**src/anas_regs.svh**
```systemverilog
// register offsets, field positions, reset values and timing counts
// assumes a 20 MHz device clock and 5-bit management register addresses
`ifndef ANAS_REGS_SVH
`define ANAS_REGS_SVH

// register addresses
`define ANAS_ADDR_MODE_CTRL 5'h00
`define ANAS_ADDR_MODE_STAT 5'h01
`define ANAS_ADDR_ADVERT 5'h04
`define ANAS_ADDR_PARTNER 5'h05
`define ANAS_ADDR_EXPANSION 5'h06
`define ANAS_ADDR_NP_TX 5'h07
`define ANAS_ADDR_GIG_CTRL 5'h09

// basic control fields
`define ANAS_CTL_SPEED_LSB 13
`define ANAS_CTL_NEGOTIATION_ENABLE_STRAP 12
`define ANAS_CTL_RESTART 9
`define ANAS_CTL_DUPLEX 8
`define ANAS_CTL_SPEED_MSB 6

// basic status fields and fixed ability bits
`define ANAS_STAT_FIXED 16'h7909
`define ANAS_STAT_COMPLETE 5
`define ANAS_STAT_RFAULT 4
`define ANAS_STAT_LINK 2

// advertisement fields
`define ANAS_ADV_NP 15
`define ANAS_ADV_RFAULT 13
`define ANAS_ADV_ASYM_PAUSE 11
`define ANAS_ADV_PAUSE 10
`define ANAS_ADV_100FD 8
`define ANAS_ADV_100HD 7
`define ANAS_ADV_10FD 6
`define ANAS_ADV_10HD 5
`define ANAS_ADV_RESET 16'h01e1

// gigabit control fields
`define ANAS_GIG_PORT_TYPE 10
`define ANAS_GIG_FD 9
`define ANAS_GIG_HD 8
`define ANAS_GIG_RESET 16'h0300

// expansion fields
`define ANAS_EXP_PD_FAULT 4
`define ANAS_EXP_PARTNER_NP 3
`define ANAS_EXP_LOCAL_NP 2
`define ANAS_EXP_PAGE_RX 1
`define ANAS_EXP_PARTNER_AN 0

// next page transmit reset: null message page
`define ANAS_NP_RESET 16'h2001

// timing
`define ANAS_CLK_KHZ 20000
`define ANAS_BREAK_MS 1500

`endif

```
**src/anas_pkg.sv**
```systemverilog
// types shared by the negotiation register block
// assumes anas_regs.svh supplies the numeric constants
package anas_pkg;
    // negotiation sequencer states
    typedef enum logic [2:0] {
        S_IDLE,
        S_BREAK,
        S_MDIX,
        S_ABILITY,
        S_NEXT,
        S_LINK,
        S_DONE
    } anas_state_e;

    // whole state of the top module
    typedef struct packed {
        anas_state_e st;
        logic strap_done;
        logic negotiation_enable_strap;
        logic restart;
        logic [1:0] man_speed;
        logic man_duplex;
        logic [15:0] adv;
        logic [15:0] gctl;
        logic [15:0] np_tx;
        logic np_loaded;
        logic [15:0] partner;
        logic [15:0] base_copy;
        logic page_rx;
        logic pd_fault;
        logic partner_an;
        logic partner_np;
        logic complete;
        logic link;
        logic swap;
        logic [24:0] brk_cnt;
        logic [1:0] res_speed;
        logic res_duplex;
        logic [15:0] rdata;
        logic [15:0] tx_page;
        logic tx_valid;
    } anas_state_s;
endpackage

```
**src/anas_resolve.sv**
```systemverilog
// priority resolution of the best mode common to both ends
// assumes ability vectors ordered gig fd, gig hd, 100 fd, 100 hd, 10 fd, 10 hd
`timescale 1ns/1ps
module anas_resolve (
    input wire logic [5:0] local_i,
    input wire logic [5:0] partner_i,
    output logic found_o,
    output logic [1:0] speed_o,
    output logic duplex_o
);
    logic [5:0] common; // abilities both ends share

    // walk from lowest to highest priority so the best match wins
    always_comb begin
        common = local_i & partner_i;
        found_o = 1'b0;
        speed_o = 2'b00;
        duplex_o = 1'b0;
        for (int i = 0; i < 6; i++) begin
            if (common[i]) begin
                found_o = 1'b1;
                speed_o = (i >= 4) ? 2'b10 : ((i >= 2) ? 2'b01 : 2'b00);
                duplex_o = i[0];
            end
        end
    end
endmodule

```
**src/anas_autoneg.sv**
```systemverilog
// negotiation control, advertisement and status registers
// assumes a synchronous management port and a pulse decoder that
// delivers each received link code word as a one-cycle strobe
`timescale 1ns/1ps
`include "anas_regs.svh"
module anas_autoneg #(
    parameter int unsigned BREAK_CYCLES = `ANAS_BREAK_MS * `ANAS_CLK_KHZ
) (
    input wire logic mclk_i,
    input wire logic rst_n_i,
    input wire logic [4:0] mgmt_addr_i,
    input wire logic mgmt_wr_i,
    input wire logic [15:0] mgmt_wdata_i,
    input wire logic mgmt_rd_i,
    output logic [15:0] mgmt_rdata_o,
    input wire logic negotiation_enable_strap_i,
    input wire logic gig_full_duplex_strap_i,
    input wire logic gig_half_duplex_strap_i,
    input wire logic fast_ethernet_strap_i,
    input wire logic ten_meg_strap_i,
    input wire logic port_type_strap_i,
    input wire logic duplex_strap_i,
    input wire logic rx_page_valid_i,
    input wire logic [15:0] rx_page_i,
    input wire logic [1:0] partner_gig_i,
    input wire logic pd_fault_i,
    input wire logic link_ok_i,
    input wire logic mdix_auto_en_i,
    input wire logic mdix_manual_swap_i,
    input wire logic xover_valid_i,
    input wire logic xover_crossed_i,
    output logic [15:0] tx_page_o,
    output logic tx_page_valid_o,
    output logic mdi_swap_o,
    output logic gig_speed_indicator_o,
    output logic fast_speed_indicator_o,
    output logic ten_speed_indicator_o,
    output logic duplex_indicator_o
);
    anas_pkg::anas_state_s cur; // registered state
    anas_pkg::anas_state_s next_cur; // next state
    logic wr_ctl; // write strobes per register
    logic wr_adv;
    logic wr_np;
    logic wr_gig;
    logic rd_exp; // expansion read clears its latches
    logic restart_req; // restart bit or fresh enable
    logic res_found; // resolver answers
    logic [1:0] res_speed;
    logic res_duplex;
    logic [5:0] loc_abil; // local abilities in resolver order
    logic [5:0] par_abil; // partner abilities in resolver order
    logic [15:0] ctl_view; // control register as read
    logic [15:0] stat_view; // status register as read
    logic [15:0] exp_view; // expansion register as read

    // at most 25 bits of counter; break time fits just under that
    localparam logic [24:0] BRK_LAST = 25'(BREAK_CYCLES - 1);

    assign wr_ctl = mgmt_wr_i && (mgmt_addr_i == `ANAS_ADDR_MODE_CTRL);
    assign wr_adv = mgmt_wr_i && (mgmt_addr_i == `ANAS_ADDR_ADVERT);
    assign wr_np = mgmt_wr_i && (mgmt_addr_i == `ANAS_ADDR_NP_TX);
    assign wr_gig = mgmt_wr_i && (mgmt_addr_i == `ANAS_ADDR_GIG_CTRL);
    assign rd_exp = mgmt_rd_i && (mgmt_addr_i == `ANAS_ADDR_EXPANSION);

    // restart on bit 9, or on enable going from clear to set
    assign restart_req = wr_ctl && mgmt_wdata_i[`ANAS_CTL_NEGOTIATION_ENABLE_STRAP] &&
        (mgmt_wdata_i[`ANAS_CTL_RESTART] || !cur.negotiation_enable_strap);

    // resolver compares what we advertise with the stored partner page plus the live partner gig inputs
    assign loc_abil = {cur.gctl[`ANAS_GIG_FD], cur.gctl[`ANAS_GIG_HD],
        cur.adv[`ANAS_ADV_100FD], cur.adv[`ANAS_ADV_100HD],
        cur.adv[`ANAS_ADV_10FD], cur.adv[`ANAS_ADV_10HD]};
    assign par_abil = {partner_gig_i, cur.base_copy[`ANAS_ADV_100FD],
        cur.base_copy[`ANAS_ADV_100HD], cur.base_copy[`ANAS_ADV_10FD],
        cur.base_copy[`ANAS_ADV_10HD]};

    anas_resolve u_resolve (
        .local_i(loc_abil),
        .partner_i(par_abil),
        .found_o(res_found),
        .speed_o(res_speed),
        .duplex_o(res_duplex)
    );

    // control view: negotiated speed/duplex once complete, else manual
    always_comb begin
        ctl_view = 16'h0000;
        ctl_view[`ANAS_CTL_NEGOTIATION_ENABLE_STRAP] = cur.negotiation_enable_strap;
        ctl_view[`ANAS_CTL_SPEED_MSB] = cur.complete ? cur.res_speed[1] : cur.man_speed[1];
        ctl_view[`ANAS_CTL_SPEED_LSB] = cur.complete ? cur.res_speed[0] : cur.man_speed[0];
        ctl_view[`ANAS_CTL_DUPLEX] = cur.complete ? cur.res_duplex : cur.man_duplex;
    end

    // status view: fixed abilities plus live negotiation state
    always_comb begin
        stat_view = `ANAS_STAT_FIXED;
        stat_view[`ANAS_STAT_COMPLETE] = cur.complete;
        stat_view[`ANAS_STAT_RFAULT] = cur.base_copy[`ANAS_ADV_RFAULT];
        stat_view[`ANAS_STAT_LINK] = cur.link;
    end

    // expansion view; local next page ability is always present
    always_comb begin
        exp_view = 16'h0000;
        exp_view[`ANAS_EXP_PD_FAULT] = cur.pd_fault;
        exp_view[`ANAS_EXP_PARTNER_NP] = cur.partner_np;
        exp_view[`ANAS_EXP_LOCAL_NP] = 1'b1;
        exp_view[`ANAS_EXP_PAGE_RX] = cur.page_rx;
        exp_view[`ANAS_EXP_PARTNER_AN] = cur.partner_an;
    end

    // next-state logic for registers and the negotiation sequencer
    always_comb begin
        next_cur = cur;
        next_cur.tx_valid = 1'b0;

        // straps are caught on the first edge after reset release
        if (!cur.strap_done) begin
            next_cur.strap_done = 1'b1;
            next_cur.negotiation_enable_strap = negotiation_enable_strap_i;
            next_cur.man_speed = {ten_meg_strap_i, port_type_strap_i};
            next_cur.man_duplex = duplex_strap_i;
            next_cur.gctl[`ANAS_GIG_FD] = gig_full_duplex_strap_i;
            next_cur.gctl[`ANAS_GIG_HD] = gig_half_duplex_strap_i;
            next_cur.gctl[`ANAS_GIG_PORT_TYPE] = port_type_strap_i;
            next_cur.adv[`ANAS_ADV_100FD] = fast_ethernet_strap_i;
            next_cur.adv[`ANAS_ADV_100HD] = fast_ethernet_strap_i;
            next_cur.adv[`ANAS_ADV_10FD] = ten_meg_strap_i;
            next_cur.adv[`ANAS_ADV_10HD] = ten_meg_strap_i;
        end

        // register writes override whatever the straps chose
        if (wr_ctl) begin
            next_cur.negotiation_enable_strap = mgmt_wdata_i[`ANAS_CTL_NEGOTIATION_ENABLE_STRAP];
            next_cur.man_speed = {mgmt_wdata_i[`ANAS_CTL_SPEED_MSB],
                mgmt_wdata_i[`ANAS_CTL_SPEED_LSB]};
            next_cur.man_duplex = mgmt_wdata_i[`ANAS_CTL_DUPLEX];
        end
        if (wr_adv) begin
            next_cur.adv = mgmt_wdata_i;
        end
        if (wr_gig) begin
            next_cur.gctl = mgmt_wdata_i;
        end
        if (wr_np) begin
            next_cur.np_tx = mgmt_wdata_i;
        end

        // read latches clear on read; a new event in the same cycle wins
        if (rd_exp) begin
            next_cur.page_rx = 1'b0;
            next_cur.pd_fault = 1'b0;
        end
        if (pd_fault_i) begin
            next_cur.pd_fault = 1'b1;
        end

        // crossover: manual setting whenever automatic is not in charge
        if (!cur.negotiation_enable_strap || !mdix_auto_en_i) begin
            next_cur.swap = mdix_manual_swap_i;
        end

        unique case (cur.st)
            anas_pkg::S_IDLE: begin
                // forced mode: link follows the line directly
                next_cur.complete = 1'b0;
                next_cur.link = link_ok_i;
            end
            anas_pkg::S_BREAK: begin
                // quiet line so the partner drops into link fail
                next_cur.restart = 1'b0;
                next_cur.brk_cnt = cur.brk_cnt + 25'h0000001;
                if (cur.brk_cnt >= BRK_LAST) begin
                    next_cur.brk_cnt = 25'h0000000;
                    next_cur.st = mdix_auto_en_i ? anas_pkg::S_MDIX : anas_pkg::S_ABILITY;
                end
            end
            anas_pkg::S_MDIX: begin
                // crossover settles before any page is exchanged
                if (xover_valid_i) begin
                    next_cur.swap = xover_crossed_i;
                    next_cur.st = anas_pkg::S_ABILITY;
                end
            end
            anas_pkg::S_ABILITY: begin
                // base page carries the advertisement register
                next_cur.tx_page = cur.adv;
                next_cur.tx_valid = 1'b1;
                if (rx_page_valid_i) begin
                    next_cur.partner = rx_page_i;
                    next_cur.base_copy = rx_page_i;
                    next_cur.page_rx = 1'b1;
                    next_cur.partner_an = 1'b1;
                    next_cur.partner_np = rx_page_i[`ANAS_ADV_NP];
                    next_cur.st = (cur.adv[`ANAS_ADV_NP] && rx_page_i[`ANAS_ADV_NP]) ?
                        anas_pkg::S_NEXT : anas_pkg::S_LINK;
                end
            end
            anas_pkg::S_NEXT: begin
                // each page goes out only after software has loaded it
                next_cur.tx_page = cur.np_tx;
                next_cur.tx_valid = cur.np_loaded;
                if (rx_page_valid_i) begin
                    next_cur.partner = rx_page_i;
                    next_cur.page_rx = 1'b1;
                    next_cur.np_loaded = 1'b0;
                    if (!rx_page_i[`ANAS_ADV_NP] && !cur.np_tx[`ANAS_ADV_NP]) begin
                        next_cur.st = anas_pkg::S_LINK;
                    end
                end
            end
            anas_pkg::S_LINK: begin
                // no common mode means no link; wait for a restart
                if (res_found && link_ok_i) begin
                    next_cur.res_speed = res_speed;
                    next_cur.res_duplex = res_duplex;
                    next_cur.complete = 1'b1;
                    next_cur.link = 1'b1;
                    next_cur.st = anas_pkg::S_DONE;
                end
            end
            anas_pkg::S_DONE: begin
                // losing the link resumes negotiation without a break
                if (!link_ok_i) begin
                    next_cur.complete = 1'b0;
                    next_cur.link = 1'b0;
                    next_cur.st = mdix_auto_en_i ? anas_pkg::S_MDIX : anas_pkg::S_ABILITY;
                end
            end
        endcase

        // loading a page in the same cycle as the strobe that consumed it still counts
        if (wr_np) begin
            next_cur.np_loaded = 1'b1;
        end

        // enable and restart controls take precedence over the sequencer
        if (wr_ctl && !mgmt_wdata_i[`ANAS_CTL_NEGOTIATION_ENABLE_STRAP]) begin
            next_cur.st = anas_pkg::S_IDLE;
            next_cur.complete = 1'b0;
        end else if (restart_req) begin
            // a held restart flag must not re-arm the break every cycle
            next_cur.restart = 1'b1;
            next_cur.tx_valid = 1'b0;
            next_cur.complete = 1'b0;
            next_cur.link = 1'b0;
            next_cur.partner_an = 1'b0;
            next_cur.brk_cnt = 25'h0000000;
            next_cur.st = anas_pkg::S_BREAK;
        end else if (!cur.strap_done && negotiation_enable_strap_i) begin
            next_cur.st = anas_pkg::S_BREAK;
        end

        // registered read data, one cycle after the read strobe
        if (mgmt_rd_i) begin
            unique case (mgmt_addr_i)
                `ANAS_ADDR_MODE_CTRL: next_cur.rdata = ctl_view;
                `ANAS_ADDR_MODE_STAT: next_cur.rdata = stat_view;
                `ANAS_ADDR_ADVERT: next_cur.rdata = cur.adv;
                `ANAS_ADDR_PARTNER: next_cur.rdata = cur.partner;
                `ANAS_ADDR_EXPANSION: next_cur.rdata = exp_view;
                `ANAS_ADDR_NP_TX: next_cur.rdata = cur.np_tx;
                `ANAS_ADDR_GIG_CTRL: next_cur.rdata = cur.gctl;
                default: next_cur.rdata = 16'h0000;
            endcase
        end
    end

    // single register stage; reset loads constants only
    always_ff @(posedge mclk_i) begin
        if (!rst_n_i) begin
            cur <= '0;
            cur.st <= anas_pkg::S_IDLE;
            cur.adv <= `ANAS_ADV_RESET;
            cur.gctl <= `ANAS_GIG_RESET;
            cur.np_tx <= `ANAS_NP_RESET;
        end else begin
            cur <= next_cur;
        end
    end

    // outputs come straight from the state register
    assign mgmt_rdata_o = cur.rdata;
    assign tx_page_o = cur.tx_page;
    assign tx_page_valid_o = cur.tx_valid;
    assign mdi_swap_o = cur.swap;
    assign gig_speed_indicator_o = cur.complete && (cur.res_speed == 2'b10);
    assign fast_speed_indicator_o = cur.complete && (cur.res_speed == 2'b01);
    assign ten_speed_indicator_o = cur.complete && (cur.res_speed == 2'b00);
    assign duplex_indicator_o = cur.complete && cur.res_duplex;
endmodule

```
**config.mk**
```make
export PLATFORM = sky130hd
export DESIGN_NAME = anas_autoneg
export DESIGN_NICKNAME = d
export VERILOG_FILES = /design/src/anas_pkg.sv /design/src/anas_resolve.sv /design/src/anas_autoneg.sv
export VERILOG_INCLUDE_DIRS = /design/src
export SDC_FILE = /design/constraint.sdc
export NUM_CORES = 1
export LEC_CHECK = 0
export CAP_MARGIN = 20
export CORE_AREA = 2 2 128 130
export DETAILED_ROUTE_END_ITERATION = 7
export DIE_AREA = 0 0 130 132
export DONT_BUFFER_PORTS = 1
export PLACE_DENSITY = 0.62
export SYNTH_ARGS = -nofsm -noshare
export SYNTH_HDL_FRONTEND = slang
export SYNTH_SLANG_ARGS = --single-unit
```
**constraint.sdc**
```tcl
create_clock -name mclk_i -period 2.6 [get_ports mclk_i]
set_clock_uncertainty 0.1 [all_clocks]
set_input_delay 0.26 -clock mclk_i [delete_from_list [all_inputs] [get_ports mclk_i]]
set_output_delay 0.26 -clock mclk_i [all_outputs]
set_load 0.03 [all_outputs]
```
==> flow_summary.yaml <==
sta:
  min_period_ns: 2.346
  grt_setup_unrepaired: "no"
  fin_crit_sh: 0.9025
  worstMarginPinSlew_ns: 0.7043
  hold_viol_final: 0
  fmax_ghz: 0.4262
  slew_headroom: 0.5289
  setup_tns_ns: 0
  setup_viol_count_final: 0
  hold_ws_ns: 0.01850
  layout_setup_ws_ns: 0.2535
  drv_slew: 0
final_layout:
  fin_util: 0.5123
  synthToLayoutAreaGrowth_pct: 15.74
  antenna-diode-count: 0
  final_cells: 1143
  fill_cells: 1512
  drive_above_1_share: 0.08738
  nNetsFinal: 974
  final_common_cell: "nand2_1"
  mostFrequentLayoutCells: "nand2_1, dfxtp_1, a21oi_1, nor2_1, dlygate4sd3_1"
  fin_area_um2: 8050
logic_synthesis:
  ys_warn_count: 0
  syn_area_um2: 6955
  synthCells: 899
  ys_ff_latch: 146
  avgSynthCellArea_um2: 7.737
  synth_edf_count: 0
  yosys_most_used_dff: "dfxtp_1"
  seq_area_frac_synth: 0.4202
  syn_nets: 959
  synth-async-reset-ratio: 0
  ys_types: 63
power:
  switchingPower_mw: 2.179
  clkPwrFrac: 0.366
  cell_internal_pwr_mw: 4.405
  p_sw_frac: 0.3310
  power_frac_seq: 0.401
  p_leak_nw: 2.739
  p_per_area_nw_per_um2: 817.9
  peakVddDrop_mv: 0.4773
  total_power_mw: 6.585
  p_comb_frac: 0.233
min_path:
  hold_class: "in -> reg"
  whs_path_depth: 3
  min_to: "cur[67]$_SDFF_PN0_"
  worstHoldStart: "mgmt_rd_i"
global_routing:
  grt_max_degree: 61
  grt_usage: 0.2508
  antenna_found_initial: 0
  grt_first_pass_wirelength_um: 33330
  grt_pass1_vias: 5904
  overflow: 0
setup_path:
  cp-end-kind: "register"
  crit_chain: "buf_4 -> nand2_1 -> a41oi_1 -> o21ai_0 -> nand3b_2 -> or4_1 -> and3_1"
  slowest_delay_ns: 0.49
  worst_ep_required_time_ns: 2.82
  worstSetupPathType: "reg -> reg"
  cp-start-kind: "register"
  timing.rr.end: "cur[157]$_SDFFE_PP0P_"
  r2r_start: "cur[155]$_SDFFE_PP0P_"
  crit_path_top_delay_cell: "dfxtp_1"
  crit_fanout: 9
  rr_worst_depth: 7
  regToRegSetupSlack_ns: 0.25
  crit_arrival_ns: 2.57
floorplan:
  chipHeight_um: 132
  die_x_um: 130
  fp.coreArea_um2: 15710
  rows: 46
  die_area_um2: 17160
  initial_core_util: 0.4427
  io_pins: 95
job:
  drv_cap: 0
clock_network:
  cts_tree: "built"
  cts-root-buf: "clkbuf_16"
  post_cts_buffers: 0
  clock_sinks: 146
  clock_latency_ns: 0.43
  clk_path_buf_depth: 2
  cts_hold_buf: 45
  clkTransAtPathRegs_ns: 0.06
  postCtsResizedCells: 0
  cts_buffers: 17
  htree_levels: 4
routing:
  highest_layer: "met4"
  routedWlPerCell_um: 18.48
  num_vias: 6477
  ant_nets: 0
  drtIter0Drc: 726
  viasPerCell: 5.667
  wl_met1_um: 9597
  wl_met2_um: 9247
  routed_wl_um: 21120
  dr_wl_met3_um: 1803
  remaining_drc_errors: 0
  firstDrtPassIters: 6
run_status:
  status: "finished, final reports clean"
placement:
  place_congestion: 0.8975
  dpl_worst_slack_ns: 0.2935
  dp_hpwl_um: 14950
  dpl_cell_area_um2: 7029
  place_inst: 1066
  port_buffers: 0
[power groups by stage]
stage	logic, mW	clock network [mW]	registers, mW
3_5_place_dp	1.44	0	2.68
6_report	1.54	2.41	2.64
2_1_floorplan	1.22	0	2.54
3_3_place_gp	1.42	0	2.68
4_1_cts	1.52	2.42	2.63
5_1_grt	1.71	2.53	2.66
[per-layer routing]
metal  global-route usage  up-vias
li1                     -     3179
met1               0.3728     2972
met2               0.3601      284
met3              0.06088       42
met4              0.06989        0
met5                    0        -
[registers in the layout, summed over array words and instances, names as in the netlist]
register         flops
ctl_view             1
cur                111
mdi_swap_o           1
mgmt_rdata_o        16
tx_page_o           16
tx_page_valid_o      1
[cell usage after synthesis, drive strengths merged, types with 3 or more instances]
library cell / instances / area [um^2]
nand2: 218 / 818.3
nand4: 4 / 25.02
ha: 3 / 37.54
a41oi: 5 / 43.79
a222oi: 8 / 80.08
mux2i: 10 / 100.1
nand3: 31 / 155.2
a21o: 11 / 82.58
a221oi: 3 / 26.28
and3: 10 / 62.56
a311oi: 4 / 35.03
a31o: 3 / 26.28
and2: 7 / 43.80
nor2: 48 / 187.7
inv: 13 / 48.79
a22oi: 24 / 180.2
dfxtp: 146 / 2923
nand2b: 12 / 75.07
a31oi: 16 / 100.1
buf: 49 / 349.1
nor2b: 6 / 37.54
clkbuf: 36 / 135.1
nor4: 7 / 56.30
a21oi: 132 / 671.9
a211oi: 11 / 82.58
o21ai: 34 / 170.2
nor3: 15 / 85.08
nand3b: 3 / 26.27
[area by class of cell]
class	instances	area, um^2	share of cell area
Timing Repair Buffer	81	733.2	0.09108
Clock buffer	21	440.4	0.05471
Multi-Input combinational cell	654	3501	0.4349
Tap cell	216	270.3	0.03357
Clock inverter	11	130.1	0.01616
Inverter	14	52.55	0.006528
Sequential cell	146	2923	0.3631
[critical path: cells and delay by family, from the launching register on]
family	cells	cell delay (ns)
AOI/OAI and AO/OA	2	0.49
buffers and inverters	1	0.19
DFF	1	0.49
and+or+nand+nor	4	0.98
[cells by family after synthesis]
| group | Yosys count | share of synthesized area |
|---|---|---|
| flops | 146 | 0.4202 |
| fa+ha+maj | 3 | 0.005397 |
| buf+inv | 99 | 0.07717 |
| compound gates | 265 | 0.2371 |
| simple gates | 374 | 0.2425 |
| mux | 12 | 0.01763 |
[worst max-delay path by stage]
stage,start,to,slack (ns),cells past startpoint
2_1_floorplan,cur[36]$_SDFF_PN0_,cur[157]$_SDFFE_PP0P_,0.46,7
3_3_place_gp,cur[155]$_SDFFE_PP0P_,cur[157]$_SDFFE_PP0P_,0.35,7
3_5_place_dp,cur[157]$_SDFFE_PP0P_,cur[44]$_SDFF_PN0_,0.29,7
4_1_cts,cur[157]$_SDFFE_PP0P_,cur[44]$_SDFF_PN0_,0.28,7
5_1_grt,cur[157]$_SDFFE_PP0P_,cur[39]$_SDFF_PN0_,0.08,7
6_report,cur[155]$_SDFFE_PP0P_,cur[157]$_SDFFE_PP0P_,0.25,7
Note: power is estimated with default switching activity, not from simulation.
